$ cat config.mk
export PLATFORM = sky130hd
export DESIGN_NAME = fps_policy
export DESIGN_NICKNAME = d
export VERILOG_FILES = /design/src/shared/fps_pkg.sv /design/src/rtl/fps_policy.sv /design/src/rtl/fps_sync3.sv
export SDC_FILE = /design/constraint.sdc
export NUM_CORES = 1
export LEC_CHECK = 0
export BUFFER_PORTS_ARGS = -buffer_cell sky130_fd_sc_hd__buf_2
export CORE_ASPECT_RATIO = 0.6
export CORE_UTILIZATION = 55
export DETAILED_ROUTE_END_ITERATION = 8
export PLACE_DENSITY_LB_ADDON = 0.08
export SKIP_CTS_REPAIR_TIMING = 1
export SLEW_MARGIN = 20
export SYNTH_ARGS = -nofsm -noshare
export SYNTH_HDL_FRONTEND = slang
export SYNTH_SLANG_ARGS = --single-unit
$ cat constraint.sdc
create_clock -name sys_clk -period 3.4 [get_ports sys_clk]
set_input_delay 0.34 -clock sys_clk [delete_from_list [all_inputs] [get_ports sys_clk]]
set_output_delay 0.34 -clock sys_clk [all_outputs]
set_load 0.01 [all_outputs]
$ cat src/shared/fps_pkg.sv
package fps_pkg;

	// Encodings of the power-level select field
	localparam logic [1:0] LVL_FULL_ON    = 2'h0;
	localparam logic [1:0] LVL_LIGHT      = 2'h1;
	localparam logic [1:0] LVL_DEEP       = 2'h2;
	localparam logic [1:0] LVL_DOWN_SUPPL = 2'h3;

	// Encodings of the hosting bus state
	localparam logic [1:0] BUS_FULLY_ON = 2'h0;
	localparam logic [1:0] BUS_REDUCED1 = 2'h1;
	localparam logic [1:0] BUS_REDUCED2 = 2'h2;
	localparam logic [1:0] BUS_OFF      = 2'h3;

	// Timing
	localparam int CLK_PERIOD_NS      = 40;
	localparam int DEEP_RECOVERY_US   = 20;
	localparam int DOWN_RECOVERY_MS   = 10;
	localparam int DEEP_RECOVERY_CYC  =
		(DEEP_RECOVERY_US * 1000 + CLK_PERIOD_NS - 1) / CLK_PERIOD_NS;
	localparam int DOWN_RECOVERY_CYC  =
		(DOWN_RECOVERY_MS * 1000000 + CLK_PERIOD_NS - 1) / CLK_PERIOD_NS;
	localparam int BASIC_RECOVERY_CYC = 1;
	localparam int CNT_W              = 18;

	// Reset values
	localparam logic [1:0] LEVEL_RESET = LVL_FULL_ON;
	localparam logic [1:0] BUS_RESET   = BUS_FULLY_ON;

	// Function power states
	typedef enum logic [2:0] {
		FPS_UNINIT,
		FPS_ACTIVE,
		FPS_LIGHT,
		FPS_DEEP,
		FPS_DOWN
	} fps_state_t;

endpackage

$ cat src/rtl/fps_policy.sv
`timescale 1ns/1ps
// Operation
// - Restore interval starts at an accepted level write or at a bus segment reset.
// - Active on reduced bus, or light sleep on deepest buses, is illegal.
// - Wake event asserted and its context kept only where capability allows.
// - Each state keeps its needed context; uninitialized keeps wake context.
// - Light and deep sleep answer config only and initiate only wake.
// - Powered-down to full on: warm reset, drivers off, only wake kept.
module fps_policy #(
	parameter int DOWN_RECOVERY_CYC  = fps_pkg::DOWN_RECOVERY_CYC,
	parameter int DEEP_RECOVERY_CYC  = fps_pkg::DEEP_RECOVERY_CYC,
	parameter int BASIC_RECOVERY_CYC = fps_pkg::BASIC_RECOVERY_CYC
) (
	// Clock and bus segment reset
	input  wire logic               sys_clk,
	input  wire logic               resetn,
	// Hosting bus state pins
	input  wire logic [1:0]         busStateIn,
	// Power-level field write from config decode
	input  wire logic               levelWrite,
	input  wire logic [1:0]         levelWriteData,
	input  wire logic               initDone,
	// Wake capability per level, and wake requests
	input  wire logic [3:0]         wakeSupport,
	input  wire logic               wakeRequest,
	input  wire logic               wakeClear,
	// State and policy outputs
	output fps_pkg::fps_state_t     funcState,
	output logic      [1:0]         levelField,
	output logic                    acceptConfig,
	output logic                    acceptMemIo,
	output logic                    allowMaster,
	output logic                    allowInterrupt,
	output logic                    allowWake,
	output logic                    wakeEventSignal,
	output logic                    keepWakeContext,
	output logic                    keepFullContext,
	output logic                    driversEnable,
	output logic                    illegalPair,
	output logic                    recoveryBusy
);

	fps_pkg::fps_state_t                  next_funcState;
	logic                [1:0]            next_levelField;
	logic                [fps_pkg::CNT_W-1:0] recCount;
	logic                [fps_pkg::CNT_W-1:0] next_recCount;
	logic                                 warmReset;
	logic                                 next_warmReset;
	logic                                 wakePending;
	logic                                 next_wakePending;
	logic                [1:0]            busState;
	logic                                 next_acceptConfig;
	logic                                 next_acceptMemIo;
	logic                                 next_allowMaster;
	logic                                 next_allowWake;
	logic                                 next_wakeEventSignal;
	logic                                 next_keepWakeContext;
	logic                                 next_keepFullContext;
	logic                                 next_driversEnable;
	logic                                 next_illegalPair;
	logic                                 next_recoveryBusy;
	logic                                 busOn;
	logic                                 capHere;

	// Bus state arrives from pins
	fps_sync3 #(
		.W         (2),
		.RESET_VAL (fps_pkg::BUS_RESET)
	) u_bus_sync (
		.sys_clk  (sys_clk),
		.resetn   (resetn),
		.pinIn    (busStateIn),
		.cleanOut (busState)
	);

	// State, level field, recovery counter and warm reset
	always_comb begin
		next_funcState  = funcState;
		next_levelField = levelField;
		next_warmReset  = warmReset;
		next_recCount   = recCount;
		if (recCount != '0) begin
			next_recCount = recCount - 1'b1;
		end
		if (recCount == '0) begin
			next_warmReset = 1'b0;
		end
		if (levelWrite && !(funcState == fps_pkg::FPS_DOWN &&
		    levelWriteData != fps_pkg::LVL_FULL_ON)) begin
			next_levelField = levelWriteData;
			// Every accepted write restarts recovery
			next_recCount = fps_pkg::CNT_W'(BASIC_RECOVERY_CYC);
			case (levelWriteData)
			fps_pkg::LVL_FULL_ON: begin
				case (funcState)
				fps_pkg::FPS_DOWN: begin
					next_funcState = fps_pkg::FPS_UNINIT;
					next_warmReset = 1'b1;
					next_recCount  =
						fps_pkg::CNT_W'(DOWN_RECOVERY_CYC);
				end
				fps_pkg::FPS_DEEP: begin
					next_funcState = fps_pkg::FPS_ACTIVE;
					next_recCount  =
						fps_pkg::CNT_W'(DEEP_RECOVERY_CYC);
				end
				fps_pkg::FPS_LIGHT: begin
					next_funcState = fps_pkg::FPS_ACTIVE;
				end
				default: begin
					next_funcState = funcState;
				end
				endcase
			end
			fps_pkg::LVL_LIGHT: begin
				next_funcState = fps_pkg::FPS_LIGHT;
			end
			fps_pkg::LVL_DEEP: begin
				next_funcState = fps_pkg::FPS_DEEP;
			end
			default: begin
				next_funcState = fps_pkg::FPS_DOWN;
			end
			endcase
		end else if (initDone && funcState == fps_pkg::FPS_UNINIT &&
		             !warmReset) begin
			next_funcState = fps_pkg::FPS_ACTIVE;
		end
	end

	// Policy decode for the next cycle
	always_comb begin
		busOn   = (busState == fps_pkg::BUS_FULLY_ON);
		capHere = 1'b0;
		case (next_funcState)
		fps_pkg::FPS_UNINIT,
		fps_pkg::FPS_ACTIVE: capHere = wakeSupport[fps_pkg::LVL_FULL_ON];
		fps_pkg::FPS_LIGHT:  capHere = wakeSupport[fps_pkg::LVL_LIGHT];
		fps_pkg::FPS_DEEP:   capHere = wakeSupport[fps_pkg::LVL_DEEP];
		fps_pkg::FPS_DOWN:   capHere = wakeSupport[fps_pkg::LVL_DOWN_SUPPL];
		default:             capHere = 1'b0;
		endcase
		// Wake context held only where supported; set beats clear
		next_wakePending = capHere &
			(wakeRequest | (wakePending & ~wakeClear));
		// Forbidden pairings of function and bus state
		case (next_funcState)
		fps_pkg::FPS_UNINIT,
		fps_pkg::FPS_ACTIVE: next_illegalPair = !busOn;
		fps_pkg::FPS_LIGHT:  next_illegalPair =
			(busState == fps_pkg::BUS_REDUCED2) ||
			(busState == fps_pkg::BUS_OFF);
		default:             next_illegalPair =
			(busState == fps_pkg::BUS_OFF);
		endcase
		// Target and master gating by state
		next_acceptConfig = busOn && !next_illegalPair && !next_warmReset;
		next_acceptMemIo  = busOn && !next_illegalPair &&
			next_funcState == fps_pkg::FPS_ACTIVE;
		next_allowMaster  = next_acceptMemIo;
		next_allowWake    = capHere && !next_illegalPair &&
			!next_warmReset && next_funcState != fps_pkg::FPS_UNINIT;
		next_wakeEventSignal = next_allowWake && next_wakePending;
		// Context to keep per state
		next_keepWakeContext = capHere ||
			next_funcState == fps_pkg::FPS_UNINIT;
		next_keepFullContext = next_funcState == fps_pkg::FPS_ACTIVE ||
			next_funcState == fps_pkg::FPS_LIGHT ||
			next_funcState == fps_pkg::FPS_DEEP;
		next_driversEnable = !next_warmReset;
		next_recoveryBusy  = (next_recCount != '0);
	end

	// Registers; reset starts the basic restore interval
	always_ff @(posedge sys_clk or negedge resetn) begin
		if (!resetn) begin
			funcState       <= fps_pkg::FPS_UNINIT;
			levelField      <= fps_pkg::LEVEL_RESET;
			recCount        <= fps_pkg::CNT_W'(BASIC_RECOVERY_CYC);
			warmReset       <= 1'b0;
			wakePending     <= 1'b0;
			acceptConfig    <= 1'b0;
			acceptMemIo     <= 1'b0;
			allowMaster     <= 1'b0;
			allowInterrupt  <= 1'b0;
			allowWake       <= 1'b0;
			wakeEventSignal <= 1'b0;
			keepWakeContext <= 1'b1;
			keepFullContext <= 1'b0;
			driversEnable   <= 1'b0;
			illegalPair     <= 1'b0;
			recoveryBusy    <= 1'b1;
		end else begin
			funcState       <= next_funcState;
			levelField      <= next_levelField;
			recCount        <= next_recCount;
			warmReset       <= next_warmReset;
			wakePending     <= next_wakePending;
			acceptConfig    <= next_acceptConfig;
			acceptMemIo     <= next_acceptMemIo;
			allowMaster     <= next_allowMaster;
			allowInterrupt  <= next_allowMaster;
			allowWake       <= next_allowWake;
			wakeEventSignal <= next_wakeEventSignal;
			keepWakeContext <= next_keepWakeContext;
			keepFullContext <= next_keepFullContext;
			driversEnable   <= next_driversEnable;
			illegalPair     <= next_illegalPair;
			recoveryBusy    <= next_recoveryBusy;
		end
	end

endmodule

$ cat src/rtl/fps_sync3.sv
`timescale 1ns/1ps
module fps_sync3 #(
	parameter int         W         = 2,
	parameter logic [1:0] RESET_VAL = 2'h0
) (
	// Clock and reset
	input  wire logic         sys_clk,
	input  wire logic         resetn,
	// Pin side and clean side
	input  wire logic [W-1:0] pinIn,
	output logic      [W-1:0] cleanOut
);

	logic [W-1:0] stage1;
	logic [W-1:0] stage2;
	logic [W-1:0] stage3;
	logic [W-1:0] next_cleanOut;

	// Accept a change once stages two and three agree
	always_comb begin
		next_cleanOut = cleanOut;
		if (stage2 == stage3) begin
			next_cleanOut = stage3;
		end
	end

	// Three-stage capture
	always_ff @(posedge sys_clk or negedge resetn) begin
		if (!resetn) begin
			stage1   <= W'(RESET_VAL);
			stage2   <= W'(RESET_VAL);
			stage3   <= W'(RESET_VAL);
			cleanOut <= W'(RESET_VAL);
		end else begin
			stage1   <= pinIn;
			stage2   <= stage1;
			stage3   <= stage2;
			cleanOut <= next_cleanOut;
		end
	end

endmodule

After elaboration in Yosys (flattened, before gate mapping)
Cells that the tools add are included.
{ "word_totals": {"reg_bits": 42} }
{ "classes": {"add_sub_neg": 1, "n_eq_ne": 12, "mux": 14, "bitwise_logic": 4, "reduce_logical": 31} }
{ "op_table": {"columns": ["operator", "n"], "rows": [
  ["2-to-1 mux 18 bit", 3],
  ["case mux 18 bit (2 select lines)", 1],
  ["nonzero test 18 bit", 2],
  ["zero test 18 bit", 1],
  ["subtractor 18 x 1 -> 18 bit, second input constant", 1],
  ["equality test 3 x 2 -> 1 bit, second input constant", 4],
  ["logical AND 1 bit", 11],
  ["case mux 3 bit (3 select lines)", 1],
  ["equality test 2 bit, second input constant", 3],
  ["equality test 3 bit, second input constant", 2],
  ["zero test 3 bit", 2],
  ["2-to-1 mux 3 bit", 2],
  ["case mux 3 bit (2 select lines)", 1],
  ["zero test 1 bit", 5],
  ["zero test 2 bit", 2],
  ["logical OR 1 bit", 4],
  ["2-to-1 mux 1 bit", 4],
  ["case mux 1 bit (4 select lines)", 1],
  ["OR reduction 2 bit", 2],
  ["equality test 3 x 1 -> 1 bit, second input constant", 1],
  ["nonzero test 3 bit", 1],
  ["AND 1 bit", 2],
  ["equality test 2 x 1 -> 1 bit, second input constant", 1],
  ["equality test 2 bit", 1],
  ["4 further kinds", 4]
]} }

Depth between registers and ports, before layout
Gate-level depths: netlist of run 1.
{ "logic_depth": {"depth_word": 13, "mapped_depth": 10} }

By module
From an unflattened synthesis of run 1, not the netlist that was laid out.
{ "hier_totals": {"hier_cells": 228, "area_unflattened_um2": 2237.1} }
{ "by_module_without_submodules": {"columns": ["mod", "n_inst", "cells_each", "area_per_inst_um2", "seq_area_each_um2"], "rows": [
  ["fps_policy", 1, 212, 1986.9, 854.6],
  ["fps_sync3", 1, 16, 250.2, 200.2]
]} }

Worst setup path after synthesis of run 1
No wires, ideal clock.
{ "synth_path": {"kind": "input port to flip-flop", "startpoint": "input port levelWriteData[0]", "endpoint": "register allowWake", "setup_ns": 0.127, "arrival_ns": 2.280, "required_time_ns": 3.273, "path_slack_ns": 0.992, "path_stages": 9, "path_buffers": 1, "cell_sequence": "inv_1 > ha_1 > or4b_4 > and2_1 > buf_6 > a31oi_4 > mux2_1 > a22oi_2 > nor2_1"} }
{ "synth_via": {"elab_chain_cells": 12, "elab_cells_between_ends": 25, "classes_between": "6 x eq/ne; 6 x mux; 13 x reduce/logical"} }
{ "synth_rtl": {"columns": ["element", "line_no", "text"], "rows": [
  ["start: declaration", "fps_policy.sv:21", "input wire logic [1:0] levelWriteData,"],
  ["parallel branches: the longest is 4 deep, another holds case mux 3 bit (3 select lines)", null, null],
  ["2-to-1 mux 3 bit *", "fps_policy.sv:88", "if (levelWrite && !(funcState == fps_pkg::FPS_DOWN &&"],
  ["net next_funcState[0]", "fps_policy.sv:43", "fps_pkg::fps_state_t next_funcState;"],
  ["equality test 3 x 1 -> 1 bit or zero test 3 bit (tied branches)", "fps_policy.sv:135, fps_policy.sv:147", null],
  ["OR reduction 2 bit", "fps_policy.sv:135, fps_policy.sv:147", null],
  ["case mux 1 bit (2 select lines)", "fps_policy.sv:147", "case (next_funcState)"],
  ["zero test 1 bit", "fps_policy.sv:161", "next_allowWake = capHere && !next_illegalPair &&"],
  ["logical AND 1 bit (2 in series)", "fps_policy.sv:161", null],
  ["logical AND 1 bit *", "fps_policy.sv:162", "!next_warmReset && next_funcState != fps_pkg::FPS_UNINIT;"],
  ["net next_allowWake", "fps_policy.sv:55", "logic next_allowWake;"],
  ["end signal: assignment", "fps_policy.sv:203", "allowWake <= next_allowWake;"],
  ["end: declaration", "fps_policy.sv:34", "output logic allowWake,"]
]} }
Mark *: on every way through the listed nets, which the timed path passes.
A chain may end at the register's enable or synchronous reset.

Worst setup path after layout of run 1
{ "layout_path": {"startpoint": "register recCount[1] (netlist bit)", "endpoint": "register wakeEventSignal"} }
{ "layout_via": {"elab_chain_cells": 9} }
{ "layout_rtl": {"columns": ["element", "line_no", "text"], "rows": [
  ["start: declaration", "fps_policy.sv:45", "logic [fps_pkg::CNT_W-1:0] recCount;"],
  ["start signal: assignment", "fps_policy.sv:179", "recCount <= fps_pkg::CNT_W'(BASIC_RECOVERY_CYC);"],
  ["start signal: assignment", "fps_policy.sv:196", "recCount <= next_recCount;"],
  ["zero test 18 bit *", "fps_policy.sv:85", "if (recCount == '0) begin"],
  ["2-to-1 mux 1 bit *", "fps_policy.sv:85", null],
  ["2-to-1 mux 1 bit", "fps_policy.sv:95", "case (funcState)"],
  ["2-to-1 mux 1 bit", "fps_policy.sv:93", "case (levelWriteData)"],
  ["2-to-1 mux 1 bit *", "fps_policy.sv:88", null],
  ["net next_warmReset", "fps_policy.sv:48", "logic next_warmReset;"],
  ["zero test 1 bit *", "fps_policy.sv:162", null],
  ["logical AND 1 bit *", "fps_policy.sv:161", null],
  ["logical AND 1 bit *", "fps_policy.sv:162", null],
  ["logical AND 1 bit *", "fps_policy.sv:163", "next_wakeEventSignal = next_allowWake && next_wakePending;"],
  ["net next_wakeEventSignal", "fps_policy.sv:56", "logic next_wakeEventSignal;"],
  ["end signal: assignment", "fps_policy.sv:204", "wakeEventSignal <= next_wakeEventSignal;"],
  ["end: declaration", "fps_policy.sv:35", "output logic wakeEventSignal,"]
]} }
The timed path passes the listed nets; every way through them passes the cells marked *.

==> impl_metrics.ini, run 1 <==
[place]
gp_congestion = 0.957
numPortBuffers = 29
dp_hpwl_mm = 3.73
dp.cells = 295

[route]
vias_per_cell = 6.16
drtPass1Iterations = 4
post_drt_wl_per_cell_um = 16.7
routed_wl_mm = 5.06
drc_errors = 0
vias = 1865
drtIter0Drc = 116
detail-route-antenna-nets = 0

[sta]
rsz0062_at_grt = false
drv_slew = 0
hold_violations = 0
clock_skew_ps = 7.66
relSlewSlack_pct = 39.8
fin_crit_ps = 2540
fin_setup_tns_ps = 0
setup_viol = 0
worstMarginPinSlew_ps = 903
max_freq_ghz = 0.394
finalCritPeriodShare_pct = 74.7

[worst_hold_path]
min_path_type = in -> reg

[setup_path]
path_class = reg -> reg
cp_max_fo = 5
cp-start-kind = flop
worstPathArrival_ps = 2760
worst_setup_path_end_kind = flop
crit_required_ps = 3620

[finish]
antenna_cells = 0
layout_commonest_cell = dfrtp_1
fillers = 339
area_growth_pct = 11.0
final_nets = 272
drive_gt1_share_pct = 25.0
instances_no_fill = 303
layout_common_cells = dfrtp_1 (39), buf_2 (29), nor2_1 (17), nand2_1 (16)

[global_routing]
grt_max_degree = 43
grt_pass1_wl_mm = 8.39
antenna_found_initial = 0
grt_pass1_vias = 1612
grt_overflow = 0
gr-usage-all-layers_pct = 25.8

[logic_synthesis]
ys_ff_latch = 42
ys_async_sr_fraction_pct = 100
synth_cell_types = 59
seq_area_frac_synth_pct = 45.9
yosysWarnings = 0
syn_area_mm2 = 0.00230
synth_ff_type = dfrtp_1
syn-num-nets = 243
syn-instance-count = 226
synth_top_cell_by_area = dfrtp_1
avgSynthCellArea_um2 = 10.2
synthTopCellsByArea = dfrtp_1 (43%), dfstp_2 (3.4%), nor2_1 (2.8%), nand2_1 (2.6%), nor3_1 (2.2%)
yosysTopAreaCellShare_pct = 42.5
synth_edf_count = 0

[floorplanning]
die_x_um = 85.4
core_mm2 = 0.00383
dieArea_mm2 = 0.00445
fp.dieH_um = 52.0
rows = 17
start_util_pct = 60.0
io_pins = 30

[power]
p_per_area_mw_per_mm2 = 884
p_leak_nw = 1.17
vdd_drop_max_mv = 0.470

[clocking]
cts-root-buf = clkbuf_8
cts_tree = done
clk_pin_slew_ps = 90
cts_buffer_depth = 2
insertion_delay_ps = 300
cts.sink_count = 42
cts_made_buffers = 5
htree_levels = 2

[job]
maxCapViolCount = 0

[run_status]
status = finished clean
## per-stage QoR
step / hold WS (ps) / util (%) / cell area, um2 / power, W / setup slack (ps)
finish: 146 / 66.5 / 2550 / 0.00225 / 862
CTS: 136 / 66.5 / 2550 / 0.00224 / 876
global route: 122 / 66.5 / 2550 / 0.00240 / 729
global placement: 333 / 64.0 / 2450 / 0.00187 / 778
detailed placement: 339 / 64.0 / 2450 / 0.00188 / 773
floorplan: 44.4 / - / 2300 / 0.00163 / 992
## cell families after synthesis
family                   count (synthesis)  synth area share, %
AO/OA/AOI/OAI                           53                 17.6
XOR/XNOR                                 8                 3.05
adder cells (fa/ha/maj)                  3                 1.64
buffers and inverters                   21                 4.80
flip-flops                              42                 45.9
multiplexers                             3                 1.36
AND/OR/NAND/NOR                         96                 25.6
## routing by layer
metal	vias to the layer above	wire length, um	track usage [%]
met3	7	462	7.30
met1	892	2700	43.3
met4	0	53	7.78
met2	82	1850	30.0
li1	884	-	-
met5	-	0	0
## registers in the layout, summed over array words and instances, names as in the netlist, 2 cells and up
name	flops
u_bus_sync.stage3	2
recCount	18
u_bus_sync.stage2	2
funcState	3
u_bus_sync.stage1	2
levelField	2
u_bus_sync.cleanOut	2
## cells in the mapped netlist, drive strengths merged (4+ instances only)
master,n
and2,5
o21ai,17
nor3,12
xnor2,5
dfrtp,39
a21oi,7
a21o,6
nor4,5
nand2b,5
inv,12
or3,4
buf,7
nor2b,4
nand3,7
or4,6
nand2,16
nor2,18
## cell type report
type	instances	area, um2	share of cell area (%)
clock inverter	3	28.8	1.13
timing repair buffer	31	160	6.29
tap	47	58.8	2.31
multi-input combinational	163	1130	44.4
clock buffer	5	68.8	2.70
sequential	42	1050	41.4
inverter	12	45.0	1.77
## final timing paths
path / start / endpoint / slack, ps / depth (start not counted)
hold / removal: busStateIn[1] / u_bus_sync.stage1[1] / 150 / 1
hold reg to reg: u_bus_sync.stage1[0] / u_bus_sync.stage2[0] / 360 / 0
setup reg to reg: recCount[1] / wakeEventSignal / 860 / 8
max in group asynchronous: resetn / levelField[1] / 2670 / 1
min in group asynchronous: resetn / recCount[13] / 160 / 1
setup / recovery: recCount[1] / wakeEventSignal / 860 / 8
## power breakdown
| part | switching (W) | internal (W) |
|---|---|---|
| registers | 0.000146 | 0.000642 |
| logic | 0.000664 | 0.000451 |
| clock network | 0.000197 | 0.000154 |
| total | 0.00101 | 0.00125 |
## worst max-delay path, cell delays in order (launching register included)
cell and delay (ps):
dfrtp_1 410, inv_1 60, ha_1 220, or4b_4 520, nor3_1 320, nand2_1 140
a21o_1 260, a2111o_1 420, nor3_2 110
Note: power is estimated with default switching activity, not from simulation.
==> run 2: changes to the inputs <==
Settings changed: CORE_UTILIZATION 55 to 52.
Clock period 3.4 ns to 2.1 ns, I/O delays scaled along.
==> impl_metrics.ini, run 2 (same netlist as run 1, synthesis figures left out) <==
[run_status]
status = finished, violations left
violations = negative hold slack, negative setup slack

[job]
maxCapViolCount = 0

[sta]
worstMarginPinSlew_ps = 546
hold_slack_ps = -41.3
clock_skew_ps = 7.61
setup_ws_ps = -283
hold_violations = 39
drv_slew = 0
fin_crit_ps = 2380
max_freq_ghz = 0.420
setup_viol = 15
finalCritPeriodShare_pct = 113
rsz0062_at_grt = true
relSlewSlack_pct = 62.6

[place]
dp_slack_ps = -281
place_area_mm2 = 0.00304
gp_congestion = 0.905
numPortBuffers = 29
dp_hpwl_mm = 4.75
dp.cells = 379

[finish]
instances_no_fill = 393
drive_gt1_share_pct = 53.2
area_growth_pct = 49.4
antenna_cells = 0
fin_util_pct = 82.3
layout_common_cells = buf_4 (69), dfrtp_1 (36), buf_2 (29), nor2_1 (17), nand2_1 (14)
final_cell_area_mm2 = 0.00343
largest_reg_flops = 18
largest_registers = recCount (18), funcState (3)
max_flop_register = recCount
layout_commonest_cell = buf_4
fillers = 244
final_nets = 349

[setup_path]
timing.rr.end = recoveryBusy
r2r_cells = 7
cp_max_fo = 7
worst_setup_path_end_kind = flop
r2r_start = recCount[10]
path_class = reg -> reg
cp-start-kind = flop
crit_path_top_delay_cell = or4_4
worstPathArrival_ps = 2610
crit_required_ps = 2330
max_stage_delay_ps = 550
r2r_slack_ps = -280
path_cells = or4_4 > or3_4 > nor4_2 > o21ai_2 > a221oi_2 > buf_4 > nand4_1

[clocking]
cts_buffer_depth = 2
cts_tree = done
htree_levels = 2
clk_pin_slew_ps = 90
cts.sink_count = 42
cts_made_buffers = 5
cts-root-buf = clkbuf_8
insertion_delay_ps = 310

[global_routing]
grt_max_degree = 43
grt_pass1_vias = 1906
antenna_found_initial = 0
grt_overflow = 0
gr-usage-all-layers_pct = 29.1
grt_pass1_wl_mm = 9.72

[floorplanning]
dieArea_mm2 = 0.00469
die_x_um = 87.8
io_pins = 30
core_mm2 = 0.00417
start_util_pct = 55.1
fp.dieH_um = 53.5
rows = 18

[power]
p_leak_nw = 1.59
vdd_drop_max_mv = 0.945
p_per_area_mw_per_mm2 = 1550

[route]
post_drt_wl_per_cell_um = 17.7
detail-route-antenna-nets = 0
drtIter0Drc = 109
drtPass1Iterations = 4
routed_wl_mm = 6.95
drc_errors = 0
vias = 2237
vias_per_cell = 5.69

[worst_hold_path]
min_path_type = in -> async
## run 2: cell type report
type                            count  area [um2]  share of cell area, %
Clock buffer                        5        68.8                   2.01
Inverter                           12        45.0                   1.31
Clock inverter                      3        23.8                  0.693
Multi-Input combinational cell    163        1370                   39.9
Timing Repair Buffer              108         791                   23.0
Tap cell                           60        75.1                   2.19
Sequential cell                    42        1060                   30.9
## run 2: worst max-delay path, delay by kind of cell, from the launching register on
family                 cells  cell delay, ps
and+or+nand+nor            4            1340
DFF                        1             390
AOI/OAI and AO/OA          2             400
buffers and inverters      1             170
## run 2: how the worst max path moves through the flow
stage | cells past startpoint | start | slack (ps) | end
4_1_cts | 8 | recCount[1] | -320 | wakeEventSignal
3_3_place_gp | 8 | recCount[1] | -240 | wakeEventSignal
2_1_floorplan | 7 | funcState[0] | -150 | allowWake
3_5_place_dp | 8 | recCount[1] | -280 | wakeEventSignal
5_1_grt | 7 | recCount[10] | -400 | recoveryBusy
6_report | 7 | recCount[10] | -280 | recoveryBusy
## run 2: where the power goes
part / internal [W] / switching (W)
Sequential: 0.00104 / 0.000168
Clock: 0.000238 / 0.000320
Combinational: 0.00182 / 0.00172
Total: 0.00310 / 0.00220
## run 2: through the flow
stage                     hold slack, ps  setup TNS [ps]  total power [W]
final                              -41.3           -1290          0.00530
after global placement               309           -1390          0.00386
after CTS                          -23.4           -1950          0.00449
after floorplan                    -85.6            -580          0.00266
after detailed placement             312           -1790          0.00391
after global routing                15.6           -2260          0.00557
## run 2: per-layer routing
| metal | global-route usage (%) | up-vias | share of wire, % |
|---|---|---|---|
| li1 | - | 1034 | - |
| met2 | 37.2 | 88 | 43 |
| met4 | 7.65 | 0 | 1.2 |
| met3 | 8.27 | 13 | 7.2 |
| met5 | 0 | - | 0 |
| met1 | 45.9 | 1102 | 49 |
==> run 3: changes to the inputs <==
==> constraint.sdc (replaced) <==
create_clock -name sys_clk -period 2.1 [get_ports sys_clk]
set_input_delay 0.63 -clock sys_clk [delete_from_list [all_inputs] [get_ports sys_clk]]
set_output_delay 0.63 -clock sys_clk [all_outputs]
set_load 0.01 [all_outputs]
==> impl_metrics.ini, run 3 (same netlist as run 1, synthesis figures left out) <==
[run_status]
status = finished, violations left
violations = negative setup slack

[finish]
largest_registers = recCount (18), funcState (3)
max_flop_register = recCount
layout_common_cells = buf_4 (81), dfrtp_1 (38), buf_2 (27), nand2_1 (15), nor2_1 (14)
final_nets = 362
antenna_cells = 0
fillers = 220
layout_commonest_cell = buf_4
fin_util_pct = 85.1
largest_reg_flops = 18
area_growth_pct = 54.4
drive_gt1_share_pct = 55.2

[sta]
worstMarginPinSlew_ps = 538
setup_ws_ps = -476
fin_crit_ps = 2580
drv_slew = 0
clock_skew_ps = 5.22
setup_viol = 16
max_freq_ghz = 0.388
rsz0062_at_grt = true
finalCritPeriodShare_pct = 123
hold_violations = 0
fin_setup_tns_ps = -3290
relSlewSlack_pct = 63.2

[floorplanning]
io_pins = 30
start_util_pct = 55.1
fp.dieH_um = 53.5
dieArea_mm2 = 0.00469
rows = 18
core_mm2 = 0.00417
die_x_um = 87.8

[route]
routed_wl_mm = 7.84
post_drt_wl_per_cell_um = 19.3
detail-route-antenna-nets = 0
drtIter0Drc = 283
vias_per_cell = 5.86
vias = 2379
drc_errors = 0
drtPass1Iterations = 5

[worst_hold_path]
whs_path_depth = 0
holdPathEnd = u_bus_sync.stage2[1]
hold_path.startpoint = u_bus_sync.stage1[1]
min_path_type = reg -> reg

[setup_path]
cp.depth = 8
worst_setup_path_end_kind = flop
path_cells = inv_1 > ha_2 > or4b_4 > or3_4 > o41ai_4 > a31oi_2 > nor4_2 > nand4_1
r2r_start = recCount[1]
cp-start-kind = flop
max_stage_delay_ps = 500
timing.rr.end = recoveryBusy
worstPathArrival_ps = 2780
path_delay_family = simple AND/OR/NAND/NOR gates
path_class = reg -> reg
crit_path_top_delay_cell = or4b_4
r2r_slack_ps = -480
cp_max_fo = 3
r2r_cells = 8
crit_buf_inv = 1
crit_required_ps = 2300

[power]
clkPwrFrac_pct = 10.3
p_leak_nw = 1.68
netSwitchingFraction_pct = 42.7
p_per_area_mw_per_mm2 = 1520
p_seq_share_pct = 22.4
comb_power_share_pct = 67.4
p_int_w = 0.00308
power.switching_w = 0.00230
vdd_drop_max_mv = 1.26
p_total_w = 0.00538

[clocking]
cts_tree = done
cts.sink_count = 42
insertion_delay_ps = 300
cts_made_buffers = 5
cts_buffer_depth = 2
clk_pin_slew_ps = 90
cts-root-buf = clkbuf_8
htree_levels = 2

[place]
numPortBuffers = 29
dp_hpwl_mm = 4.75
gp_congestion = 0.897

[global_routing]
antenna_found_initial = 0
gr-usage-all-layers_pct = 28.3
grt_pass1_vias = 1917
grt_pass1_wl_mm = 9.52
grt_max_degree = 43
grt_overflow = 0

[job]
maxCapViolCount = 0
## run 3: changes by cell type in the layout (fill, tap and decap cells not counted), moves of 3 or more
cell,before,now
buf_4,69,81
buf_6,6,11
inv_2,5,2
nor2_1,17,14
nor3_2,5,8
## run 3: power by group through the flow
stage,clock [W],sequential [W],combinational (W)
after detailed placement,0,0.00118,0.00274
after CTS,0.000554,0.00116,0.00276
after floorplan,0,0.00125,0.00140
after global placement,0,0.00117,0.00270
final,0.000552,0.00120,0.00362
after global routing,0.000590,0.00122,0.00380
## run 3: layout make-up
cell class,count,area [um2],area share (%)
multi-input cells,163,1350,38.2
inverters,12,65.1,1.84
flip-flops and latches,42,1060,29.8
well taps,60,75.1,2.12
clock inverters,3,25.0,0.706
repair buffers,121,902,25.5
clock buffers,5,68.8,1.94
## run 3: stage by stage
step	cells	hold WS (ps)	setup slack (ps)	area, um2
finish	406	361	-476	3540
global route	406	373	-536	3540
CTS	393	358	-485	3180
detailed placement	385	336	-638	3080
global placement	385	335	-616	3080
floorplan	226	331	-505	2330
## run 3: how the worst max path moves through the flow
| stage | from | end | slack, ps |
|---|---|---|---|
| global placement | levelWriteData[1] | allowWake | -620 |
| finish | recCount[1] | recoveryBusy | -480 |
| global route | recCount[1] | recoveryBusy | -540 |
| detailed placement | levelWriteData[1] | wakePending | -640 |
| floorplan | levelWriteData[1] | allowWake | -510 |
| CTS | recCount[1] | recoveryBusy | -480 |
## run 3: metal layers
metal | wire length [um] | vias to the layer above | global-route usage (%)
met5 | 0 | - | 0
met4 | 95 | 0 | 4.64
met3 | 668 | 18 | 5.93
met2 | 3510 | 140 | 38.2
met1 | 3570 | 1161 | 45.4
li1 | - | 1060 | -
